`src/usb_periph_pkg.sv`:
```
// Behaviour
// - Standby bit 6 set puts the bus transceiver in low power.
// - Suspend holds exactly while standby is one and USB enable is zero.
// - Speed bit 5 zero selects full speed, one selects low speed.
// - Line-force bits 4:3: 00 normal, 01 SE0, 10 K state, 11 J state.
// - Both line-force bits clear at power-up so the bus starts normal.
// - DMA direction bit 2 one reads out of device, zero writes in.
// - DMA enable bit 1 permits DMA when one, forbids when zero.
// - DMA starts only on the high count byte write, while enabled.
// - USB enable bit 0 gates token acceptance, not DMA starts, and resets to zero.
// - Interrupt output asserts only for events whose enable bit is one.
// - Writing the enable register never changes interrupt status.
// - Enable bit 6 unmasks the bus reset received interrupt.
// - Enable bit 5 unmasks the start-of-frame received interrupt.
// - Enable bit 4 unmasks the DMA done interrupt.
// - Enable bits 3 to 0 unmask the matching endpoint done interrupt.
// - Device address register is 8 bits, cleared at reset.
// - Device answers only transactions matching the address register.
// - Status bits clear on written ones; output is OR of masked status.
package usb_periph_pkg;

  //////////////////////////////////////////////////////////////////////////
  // Register offsets seen through the indexed data port.
  localparam logic [7:0] OFS_XFER_CTRL = 8'h05;
  localparam logic [7:0] OFS_IRQ_MASK = 8'h06;
  localparam logic [7:0] OFS_DEV_ADDR = 8'h07;
  localparam logic [7:0] OFS_IRQ_STATUS = 8'h0D;
  localparam logic [7:0] OFS_DMA_CNT_LO = 8'h35;
  localparam logic [7:0] OFS_DMA_CNT_HI = 8'h36;

  //////////////////////////////////////////////////////////////////////////
  // Transfer control field positions.
  localparam int CTL_RSVD = 7;
  localparam int CTL_STANDBY = 6;
  localparam int CTL_SPEED = 5;
  localparam int CTL_FORCE_HI = 4;
  localparam int CTL_FORCE_LO = 3;
  localparam int CTL_DMA_DIR = 2;
  localparam int CTL_DMA_EN = 1;
  localparam int CTL_USB_EN = 0;

  // Interrupt enable and status field positions.
  localparam int IRQ_DMA_ACTIVE = 7;
  localparam int IRQ_BUS_RESET = 6;
  localparam int IRQ_SOF = 5;
  localparam int IRQ_DMA_DONE = 4;
  localparam int IRQ_EP_TOP = 3;
  localparam int NUM_EP = 4;

  // Reset values.
  localparam logic [7:0] RST_XFER_CTRL = 8'h00;
  localparam logic [7:0] RST_IRQ_MASK = 8'h00;
  localparam logic [7:0] RST_DEV_ADDR = 8'h00;
  localparam logic [7:0] RST_IRQ_STATUS = 8'h00;
  localparam logic [7:0] RST_BYTE = 8'h00;

  // Synchroniser depth for pin inputs.
  localparam int SYNC_STAGES = 2;

  //////////////////////////////////////////////////////////////////////////
  // Processor port pins, bundled so they cross the synchroniser together.
  typedef struct packed {
    logic cs_n;
    logic rd_n;
    logic wr_n;
    logic a0;
    logic [7:0] data;
  } cpu_pins_s;

  localparam cpu_pins_s PINS_IDLE = '{cs_n: 1'b1, rd_n: 1'b1, wr_n: 1'b1,
                                      a0: 1'b0, data: 8'h00};

  // Line-force codes.
  typedef enum logic [1:0] {
    FORCE_NONE = 2'b00,
    FORCE_SE0 = 2'b01,
    FORCE_K = 2'b10,
    FORCE_J = 2'b11
  } line_force_e;

  // DMA activity.
  typedef enum logic {
    DMA_IDLE = 1'b0,
    DMA_BUSY = 1'b1
  } dma_state_e;

endpackage
```
`src/pin_sync.sv`:
```
`timescale 1ns/10ps
`default_nettype none
module pin_sync #(
  parameter int WIDTH = 12,
  parameter logic [WIDTH-1:0] IDLE = '0
) (
  // Clock and reset
  input wire logic core_clk,
  input wire logic reset,
  input wire logic clk_en,
  // Asynchronous inputs and their synchronised copies
  input wire logic [WIDTH-1:0] async_in,
  output logic [WIDTH-1:0] sync_out
);

  logic [WIDTH-1:0] meta_q;
  logic [WIDTH-1:0] stable_q;

  // Two flops per bit; the first stage feeds only the second.
  for (genvar i = 0; i < WIDTH; i++) begin : g_bit
    always_ff @(posedge core_clk or posedge reset) begin
      if (reset) begin
        meta_q[i] <= IDLE[i];
        stable_q[i] <= IDLE[i];
      end else if (clk_en) begin
        meta_q[i] <= async_in[i];
        stable_q[i] <= meta_q[i];
      end
    end
  end

  assign sync_out = stable_q;

endmodule
`default_nettype wire

```
`src/usb_periph_control_regs.sv`:
```
`timescale 1ns/10ps
`default_nettype none
module usb_periph_control_regs (
  // Clock, reset and clock enable
  input wire logic core_clk,
  input wire logic reset,
  input wire logic clk_en,
  // Processor data port pins
  input wire logic cs_n,
  input wire logic rd_n,
  input wire logic wr_n,
  input wire logic a0,
  input wire logic [7:0] data_in,
  output logic [7:0] data_out,
  output logic data_oe,
  // Events from the serial engine, one-cycle pulses on core_clk
  input wire logic bus_reset_evt,
  input wire logic sof_evt,
  input wire logic dma_done_evt,
  input wire logic [usb_periph_pkg::NUM_EP-1:0] ep_done_evt,
  // Token address from the serial engine
  input wire logic token_valid,
  input wire logic [6:0] token_addr,
  output logic token_accept,
  // Transceiver and bus control
  output logic bus_transceiver_low_power,
  output logic suspend,
  output logic bus_speed_select,
  output logic line_force_oe,
  output logic line_dp,
  output logic line_dm,
  output logic usb_enable,
  // DMA control
  output logic dma_read_dir,
  output logic dma_enable,
  output logic dma_start,
  output logic dma_active,
  output logic [15:0] dma_total_count,
  // Interrupt
  output logic interrupt_request_out
);

  //////////////////////////////////////////////////////////////////////////
  // Pin synchronisation.
  usb_periph_pkg::cpu_pins_s pins_raw;
  usb_periph_pkg::cpu_pins_s pins_s;
  usb_periph_pkg::cpu_pins_s pins_p_q;
  usb_periph_pkg::cpu_pins_s pins_p_d;

  // Bundled so every pin goes through the same two stages together.
  assign pins_raw = '{cs_n: cs_n, rd_n: rd_n, wr_n: wr_n, a0: a0,
                      data: data_in};

  // Only the second stage is read; the first may settle late.
  pin_sync #(
    .WIDTH($bits(usb_periph_pkg::cpu_pins_s)),
    .IDLE(usb_periph_pkg::PINS_IDLE)
  ) u_pin_sync (
    .core_clk(core_clk),
    .reset(reset),
    .clk_en(clk_en),
    .async_in(pins_raw),
    .sync_out(pins_s)
  );

  //////////////////////////////////////////////////////////////////////////
  // Strobe decode.
  logic wr_done;
  logic reg_wr;
  logic ptr_wr;
  logic reading;

  // A write is acted on at the end of its strobe, with data and A0 taken
  // from the cycle before, when they are known to have settled.
  // Reads have no side effects, so a long read strobe is harmless.
  assign pins_p_d = pins_s;
  assign wr_done = !pins_p_q.wr_n && !pins_p_q.cs_n && pins_s.wr_n;
  assign reg_wr = wr_done && pins_p_q.a0;
  assign ptr_wr = wr_done && !pins_p_q.a0;
  assign reading = !pins_s.cs_n && !pins_s.rd_n;

  //////////////////////////////////////////////////////////////////////////
  // Register state.
  logic [7:0] ptr_q, ptr_d;
  logic [7:0] ctrl_q, ctrl_d;
  logic [7:0] mask_q, mask_d;
  logic [7:0] addr_q, addr_d;
  logic [7:0] status_q, status_d;
  logic [7:0] cnt_lo_q, cnt_lo_d;
  logic [7:0] cnt_hi_q, cnt_hi_d;
  usb_periph_pkg::dma_state_e dma_q, dma_d;
  logic start_d;
  logic [7:0] events;
  logic [7:0] clear_mask;

  // Incoming event vector in status bit order.
  always_comb begin
    events = usb_periph_pkg::RST_BYTE;
    events[usb_periph_pkg::IRQ_BUS_RESET] = bus_reset_evt;
    events[usb_periph_pkg::IRQ_SOF] = sof_evt;
    events[usb_periph_pkg::IRQ_DMA_DONE] = dma_done_evt;
    events[usb_periph_pkg::IRQ_EP_TOP:0] = ep_done_evt;
  end

  // Next values for the register file and the DMA state.
  always_comb begin
    ptr_d = ptr_q;
    ctrl_d = ctrl_q;
    mask_d = mask_q;
    addr_d = addr_q;
    cnt_lo_d = cnt_lo_q;
    cnt_hi_d = cnt_hi_q;
    dma_d = dma_q;
    start_d = 1'b0;
    clear_mask = usb_periph_pkg::RST_BYTE;
    if (ptr_wr) begin
      ptr_d = pins_p_q.data;
    end
    if (reg_wr) begin
      unique case (ptr_q)
        usb_periph_pkg::OFS_XFER_CTRL: begin
          // Bit 7 is stored as written; software keeps it zero.
          ctrl_d = pins_p_q.data;
        end
        usb_periph_pkg::OFS_IRQ_MASK: begin
          // Top bit is a live DMA view and cannot be written.
          mask_d = {1'b0, pins_p_q.data[6:0]};
        end
        usb_periph_pkg::OFS_DEV_ADDR: begin
          addr_d = pins_p_q.data;
        end
        usb_periph_pkg::OFS_IRQ_STATUS: begin
          clear_mask = pins_p_q.data;
        end
        usb_periph_pkg::OFS_DMA_CNT_LO: begin
          cnt_lo_d = pins_p_q.data;
        end
        usb_periph_pkg::OFS_DMA_CNT_HI: begin
          cnt_hi_d = pins_p_q.data;
          // The high byte write is the only trigger, and only when enabled.
          start_d = ctrl_q[usb_periph_pkg::CTL_DMA_EN];
        end
        default: begin
          // Unmapped offsets absorb the write.
          ptr_d = ptr_q;
        end
      endcase
    end
    // A new start wins over a done pulse arriving the same cycle.
    // A done pulse with no transfer pending leaves the state idle.
    if (start_d) begin
      dma_d = usb_periph_pkg::DMA_BUSY;
    end else if (dma_done_evt) begin
      dma_d = usb_periph_pkg::DMA_IDLE;
    end
  end

  // Sticky status: a set arriving with its clear still lands. Mask writes
  // never reach this path.
  // Bit 7 is a live DMA view, so it is never stored here.
  always_comb begin
    status_d = (status_q & ~clear_mask) | events;
    status_d[usb_periph_pkg::IRQ_DMA_ACTIVE] = 1'b0;
  end

  // Register file and DMA state, all cleared at reset.
  always_ff @(posedge core_clk or posedge reset) begin
    if (reset) begin
      pins_p_q <= usb_periph_pkg::PINS_IDLE;
      ptr_q <= usb_periph_pkg::RST_BYTE;
      ctrl_q <= usb_periph_pkg::RST_XFER_CTRL;
      mask_q <= usb_periph_pkg::RST_IRQ_MASK;
      addr_q <= usb_periph_pkg::RST_DEV_ADDR;
      status_q <= usb_periph_pkg::RST_IRQ_STATUS;
      cnt_lo_q <= usb_periph_pkg::RST_BYTE;
      cnt_hi_q <= usb_periph_pkg::RST_BYTE;
      dma_q <= usb_periph_pkg::DMA_IDLE;
    end else if (clk_en) begin
      pins_p_q <= pins_p_d;
      ptr_q <= ptr_d;
      ctrl_q <= ctrl_d;
      mask_q <= mask_d;
      addr_q <= addr_d;
      status_q <= status_d;
      cnt_lo_q <= cnt_lo_d;
      cnt_hi_q <= cnt_hi_d;
      dma_q <= dma_d;
    end
  end

  //////////////////////////////////////////////////////////////////////////
  // Output decode.
  logic [7:0] rdata_d;
  logic oe_d;
  logic standby_d, suspend_d, speed_d;
  logic force_oe_d, dp_d, dm_d;
  logic usb_en_d, dir_d, dma_en_d, active_d, irq_d, accept_d;
  usb_periph_pkg::line_force_e force_code;
  logic dma_busy;

  // Force code gathered from the two control bits.
  assign force_code = usb_periph_pkg::line_force_e'(
    {ctrl_q[usb_periph_pkg::CTL_FORCE_HI],
     ctrl_q[usb_periph_pkg::CTL_FORCE_LO]});

  // Stored DMA state as a plain flag for the read mux.
  assign dma_busy = dma_q == usb_periph_pkg::DMA_BUSY;

  // Read mux; the mask register's top bit shows DMA activity.
  always_comb begin
    unique case (ptr_q)
      usb_periph_pkg::OFS_XFER_CTRL: rdata_d = ctrl_q;
      usb_periph_pkg::OFS_IRQ_MASK: begin
        rdata_d = {dma_busy, mask_q[6:0]};
      end
      usb_periph_pkg::OFS_DEV_ADDR: rdata_d = addr_q;
      usb_periph_pkg::OFS_IRQ_STATUS: begin
        rdata_d = {dma_busy, status_q[6:0]};
      end
      usb_periph_pkg::OFS_DMA_CNT_LO: rdata_d = cnt_lo_q;
      usb_periph_pkg::OFS_DMA_CNT_HI: rdata_d = cnt_hi_q;
      default: rdata_d = usb_periph_pkg::RST_BYTE;
    endcase
    oe_d = reading;
  end

  // Bus line forcing, decoded from the two force bits.
  always_comb begin
    force_oe_d = 1'b1;
    dp_d = 1'b0;
    dm_d = 1'b0;
    unique case (force_code)
      usb_periph_pkg::FORCE_NONE: force_oe_d = 1'b0;
      usb_periph_pkg::FORCE_SE0: begin
        dp_d = 1'b0;
        dm_d = 1'b0;
      end
      usb_periph_pkg::FORCE_K: dm_d = 1'b1;
      usb_periph_pkg::FORCE_J: dp_d = 1'b1;
    endcase
  end

  // Control levels, interrupt and address match.
  always_comb begin
    standby_d = ctrl_q[usb_periph_pkg::CTL_STANDBY];
    usb_en_d = ctrl_q[usb_periph_pkg::CTL_USB_EN];
    suspend_d = standby_d && !usb_en_d;
    speed_d = ctrl_q[usb_periph_pkg::CTL_SPEED];
    dir_d = ctrl_q[usb_periph_pkg::CTL_DMA_DIR];
    dma_en_d = ctrl_q[usb_periph_pkg::CTL_DMA_EN];
    active_d = dma_d == usb_periph_pkg::DMA_BUSY;
    // Each status bit drives the output only through its enable bit; bit 6
    // bus reset, bit 5 frame start, bit 4 DMA done, bits 3:0 endpoints.
    irq_d = |(status_d[6:0] &
              mask_d[6:0]);
    // Status bit 7 is never stored, so DMA activity raises no interrupt.
    // A disabled device accepts no token at all.
    // Address bit 7 is compared too, so a value above 7F never matches.
    accept_d = token_valid && usb_en_d &&
               ({1'b0, token_addr} == addr_q);
  end

  // Every output comes from a flop so pins never see decode glitches.
  // The price is one cycle of latency on each level decoded from ctrl_q; DMA activity and count come from next values.
  always_ff @(posedge core_clk or posedge reset) begin
    if (reset) begin
      data_out <= usb_periph_pkg::RST_BYTE;
      data_oe <= 1'b0;
      bus_transceiver_low_power <= 1'b0;
      suspend <= 1'b0;
      bus_speed_select <= 1'b0;
      line_force_oe <= 1'b0;
      line_dp <= 1'b0;
      line_dm <= 1'b0;
      usb_enable <= 1'b0;
      dma_read_dir <= 1'b0;
      dma_enable <= 1'b0;
      dma_start <= 1'b0;
      dma_active <= 1'b0;
      dma_total_count <= 16'h0000;
      interrupt_request_out <= 1'b0;
      token_accept <= 1'b0;
    end else if (clk_en) begin
      data_out <= rdata_d;
      data_oe <= oe_d;
      bus_transceiver_low_power <= standby_d;
      suspend <= suspend_d;
      bus_speed_select <= speed_d;
      line_force_oe <= force_oe_d;
      line_dp <= dp_d;
      line_dm <= dm_d;
      usb_enable <= usb_en_d;
      dma_read_dir <= dir_d;
      dma_enable <= dma_en_d;
      dma_start <= start_d;
      dma_active <= active_d;
      dma_total_count <= {cnt_hi_d, cnt_lo_d};
      interrupt_request_out <= irq_d;
      token_accept <= accept_d;
    end
  end

endmodule
`default_nettype wire

```
`config.mk`:
```
export PLATFORM = sky130hd
export DESIGN_NAME = usb_periph_control_regs
export DESIGN_NICKNAME = d
export VERILOG_FILES = /design/src/usb_periph_pkg.sv /design/src/pin_sync.sv /design/src/usb_periph_control_regs.sv
export SDC_FILE = /design/constraint.sdc
export NUM_CORES = 1
export LEC_CHECK = 0
export ABC_AREA = 1
export BUFFER_PORTS_ARGS = -buffer_cell sky130_fd_sc_hd__buf_2
export CAP_MARGIN = 20
export CORE_UTILIZATION = 50
export DETAILED_ROUTE_END_ITERATION = 10
export GPL_ROUTABILITY_DRIVEN = 0
export PLACE_DENSITY = 0.79
export SYNTH_ARGS = -nofsm -noshare
export SYNTH_HDL_FRONTEND = slang
export SYNTH_SLANG_ARGS = --single-unit
```
`constraint.sdc`:
```
create_clock -name core_clk -period 6.9 [get_ports core_clk]
set_clock_uncertainty 0.05 [all_clocks]
set_input_delay 0.345 -clock core_clk [delete_from_list [all_inputs] [get_ports core_clk]]
set_output_delay 0.345 -clock core_clk [all_outputs]
set_load 0.005 [all_outputs]
```
==> impl_results.md <==
- Worst Path Required: 7120 ps
- Vias in the first global route: 3801
- Die X: between 100 and 150 µm
- CTS tree: done
- # fillers: around 840
- TritonCTS Sinks: about 110
- Area of the multi-input gates: about 0.0018 mm²
- Post-route DRC violation count: 0
- Total Neg Setup Slack: 0 ps
- Antenna Nets Post-Route: 0
- Clk buf depth: 2
- Most common cell on crit path: nand2_1
- Largest net degree at the start of global routing: just under 90
- Hpwl dp: 7910 µm
- CP Capture Type: flop
- Max FO, Critical Path: 88
- Drt total wl: about 11000 µm
- Top delay family on crit path: buffers and inverters
- Post-route minimum period: 2400 ps
- Via count: 3964
- Fin. max-slew vios: 0
- I/O Buffers: between 60 and 70
- Final net count: about 650
- WP depth: 7
- CTS clk-pin slew, worst paths: 120 ps
- Initial antenna violation count: 0
- Syn_area_per_cell: between 8 and 9 µm²
- CTS H-tree depth: 3
- Share of layout cells above drive strength 1: around a fifth
- Synth Cell Area: between 0.004 and 0.005 mm²
- Max frequency: approximately 420 MHz
- Register area share after synthesis: a little under three fifths
- Final hold violations: 0
- Drt wl/cell: 15.2 µm
- Chip height: ~100 µm
- I/O pins: 68
- Final Setup Violations: 0
- Worst path slowest cell: buf_4
- Normalized max-slew margin: 46.4%
- Starting Density: 52.2%
- RSZ-0062 raised after global routing: no
- Register area: between 0.002 and 0.003 mm²
- Core Box Area: approximately 0.0094 mm²
- Final worst-path cycle share: 34.8%
- GRT Total Usage: around a quarter
- Seq cells post-synth: 111
- Hold path depth: 3
- Final instance area: 0.00550 mm²
- Synth Instances: 560
- Reg2reg path depth: 9
- Crit start category: input pin
- Die Area: 0.0102 mm²
- Final core utilization: between 50% and 60%
- Leak Pwr: 2.72 nW
- Crit path DAT: 2610 ps
- Ant. Diodes: 0
- Area grow syn2layout: 12.6%
- Mean number of vias per cell: roughly 5.3
- Syn. warnings: 0
- Hold Crit Class: input pin to flop
- Worst-Margin Slew: ~800 ps
- Total power: 1.33 mW
- CTS root buf: clkbuf_8
- Iteration-0 DRC Markers: 313
- Pwr dens: 241 mW/mm²
- Post-Synthesis Net Count: between 500 and 600
- Grt total ovfl: 0
- First-pass GRT wire length: 18700 µm
- TritonRoute pass-1 iters: 5
- Run status: finished clean
- Worst skew pair latency: roughly 390 ps
- Setup CP Type: input pin to flop
- Critical Path, Cell by Cell: buf_2, buf_4, inv_2, nor3_4, nand2_1, nand2_1, o21ai_1
- Placed Area: approximately 0.0053 mm²
- VDD IR max: 0.124 mV
- Post-CTS Setup Repair Bufs: 0
- Maxcap violations: 0
- Num CTS Buffers: 9
- Buf/Inv on CP: 3
- Row count: 35
- Library cells used by synthesis: 32
- CP peak stage delay: ~600 ps
cells by family (layout without fill, tap and decap cells):
group                  count (synthesis)  after routing  share of synthesized area (%)
AND/OR/NAND/NOR                      261            261                           23.1
AO/OA/AOI/OAI                        111            111                           12.8
flip-flops                           111            111                           57.0
buffers and inverters                 71            134                           5.99
XOR/XNOR                               6              6                           1.07
sequential cells by signal, indices dropped and copies added (netlist names), 7 cells and up:
signal / cells
addr_q: 8
cnt_hi_q: 8
cnt_lo_q: 7
ctrl_q: 8
data_out: 8
mask_q: 7
pins_p_q: 11
ptr_q: 8
status_q: 7
u_pin_sync.meta_q: 12
u_pin_sync.sync_out: 12
cells in the mapped netlist, drive strengths merged:
cell type | number | area share, %
nand2 | 199 | 16
dfrtp | 103 | 53
o21ai | 77 | 7.9
inv | 48 | 3.7
nor2 | 41 | 4.6
nand3 | 18 | 2.1
clkbuf | 14 | 1.1
a21oi | 10 | 1.0
a221oi | 9 | 1.6
buf | 9 | 1.2
dfstp | 8 | 4.3
a211oi | 5 | 0.77
a31oi | 5 | 0.64
xnor2 | 5 | 0.90
nand4 | 2 | 0.26
a22o | 1 | 0.18
a22oi | 1 | 0.15
a41oi | 1 | 0.18
nor3 | 1 | 0.33
o21a | 1 | 0.15
o41ai | 1 | 0.18
xor2 | 1 | 0.18
final timing paths:
| check | slack (ps) | from | endpoint |
|---|---|---|---|
| setup / recovery | 4500 | clk_en | ctrl_q[0]$_DFFE_PP0P_ |
| hold / removal | 90 | wr_n | u_pin_sync.meta_q[9]$_DFFE_PP1P_ |
| setup reg to reg | 5030 | u_pin_sync.sync_out[9]$_DFFE_PP1P_ | interrupt_request_out$_DFFE_PP0P_ |
| hold reg to reg | 420 | u_pin_sync.meta_q[9]$_DFFE_PP1P_ | u_pin_sync.meta_q[9]$_DFFE_PP1P_ |
| max in group asynchronous | 5060 | reset | ptr_q[1]$_DFFE_PP0P_ |
| min in group asynchronous | 520 | reset | ptr_q[3]$_DFFE_PP0P_ |
layout make-up:
type / count / share of cell area [%]
timing repair buffer: 70 / 6.55
multi-input combinational: 378 / 32.9
inverter: 48 / 3.32
tap: 129 / 2.93
sequential: 111 / 50.7
clock inverter: 7 / 1.43
clock buffer: 9 / 2.25
layer usage:
layer | vias to the layer above | share of wire [%] | GRT usage (%)
met1 | 1837 | 44 | 33.4
met3 | 29 | 7.9 | 5.06
met5 | - | 0 | 0
li1 | 1927 | - | -
met4 | 0 | 3.3 | 11.7
met2 | 171 | 45 | 37.1
repair_timing:
| item | 4_1_cts | 5_1_grt |
|---|---|---|
| resized for setup | 0 | 0 |
| hold buffers | 1 | 0 |
| hold endpoints to repair | 39 | 0 |
| setup endpoints to repair | 0 | 0 |
report_power, final:
part           total (mW)  switching, mW  internal, mW  leakage, nW
Clock               0.401          0.253         0.147        0.105
Sequential          0.743         0.0385         0.704         1.41
Combinational       0.183          0.127        0.0551         1.21
Total                1.33          0.419         0.907         2.72
cell usage in the layout, fill, tap and decap left out, drive strengths merged:
cell type    Yosys  routed
dlygate4sd3      0       1
nand3           18      18
a22o             1       1
nor2            41      41
a21oi           10      10
o21a             1       1
a211oi           5       5
nand4            2       2
xnor2            5       5
xor2             1       1
nor3             1       1
a31oi            5       5
a221oi           9       9
a22oi            1       1
dfstp            8       8
o41ai            1       1
buf              9      69
o21ai           77      77
a41oi            1       1
nand2          199     199
dfrtp          103     103
clkinv           0       1
clkbuf          14       9
inv             48      54
metrics by stage:
step | hold slack, ps | cells | setup slack, ps
final | 86.7 | 752 | 4500
after CTS | 81.1 | 752 | 4550
after floorplan | 391 | 560 | 3590
after global routing | 83.3 | 752 | 4220
after detailed placement | 401 | 735 | 4130
after global placement | 393 | 735 | 4210
worst min-delay path, stage by stage:
cell,delay [ps]
buf_2,100
nand2_1,50
nand2_1,50
No activity file was read; power rests on OpenSTA's default activity.
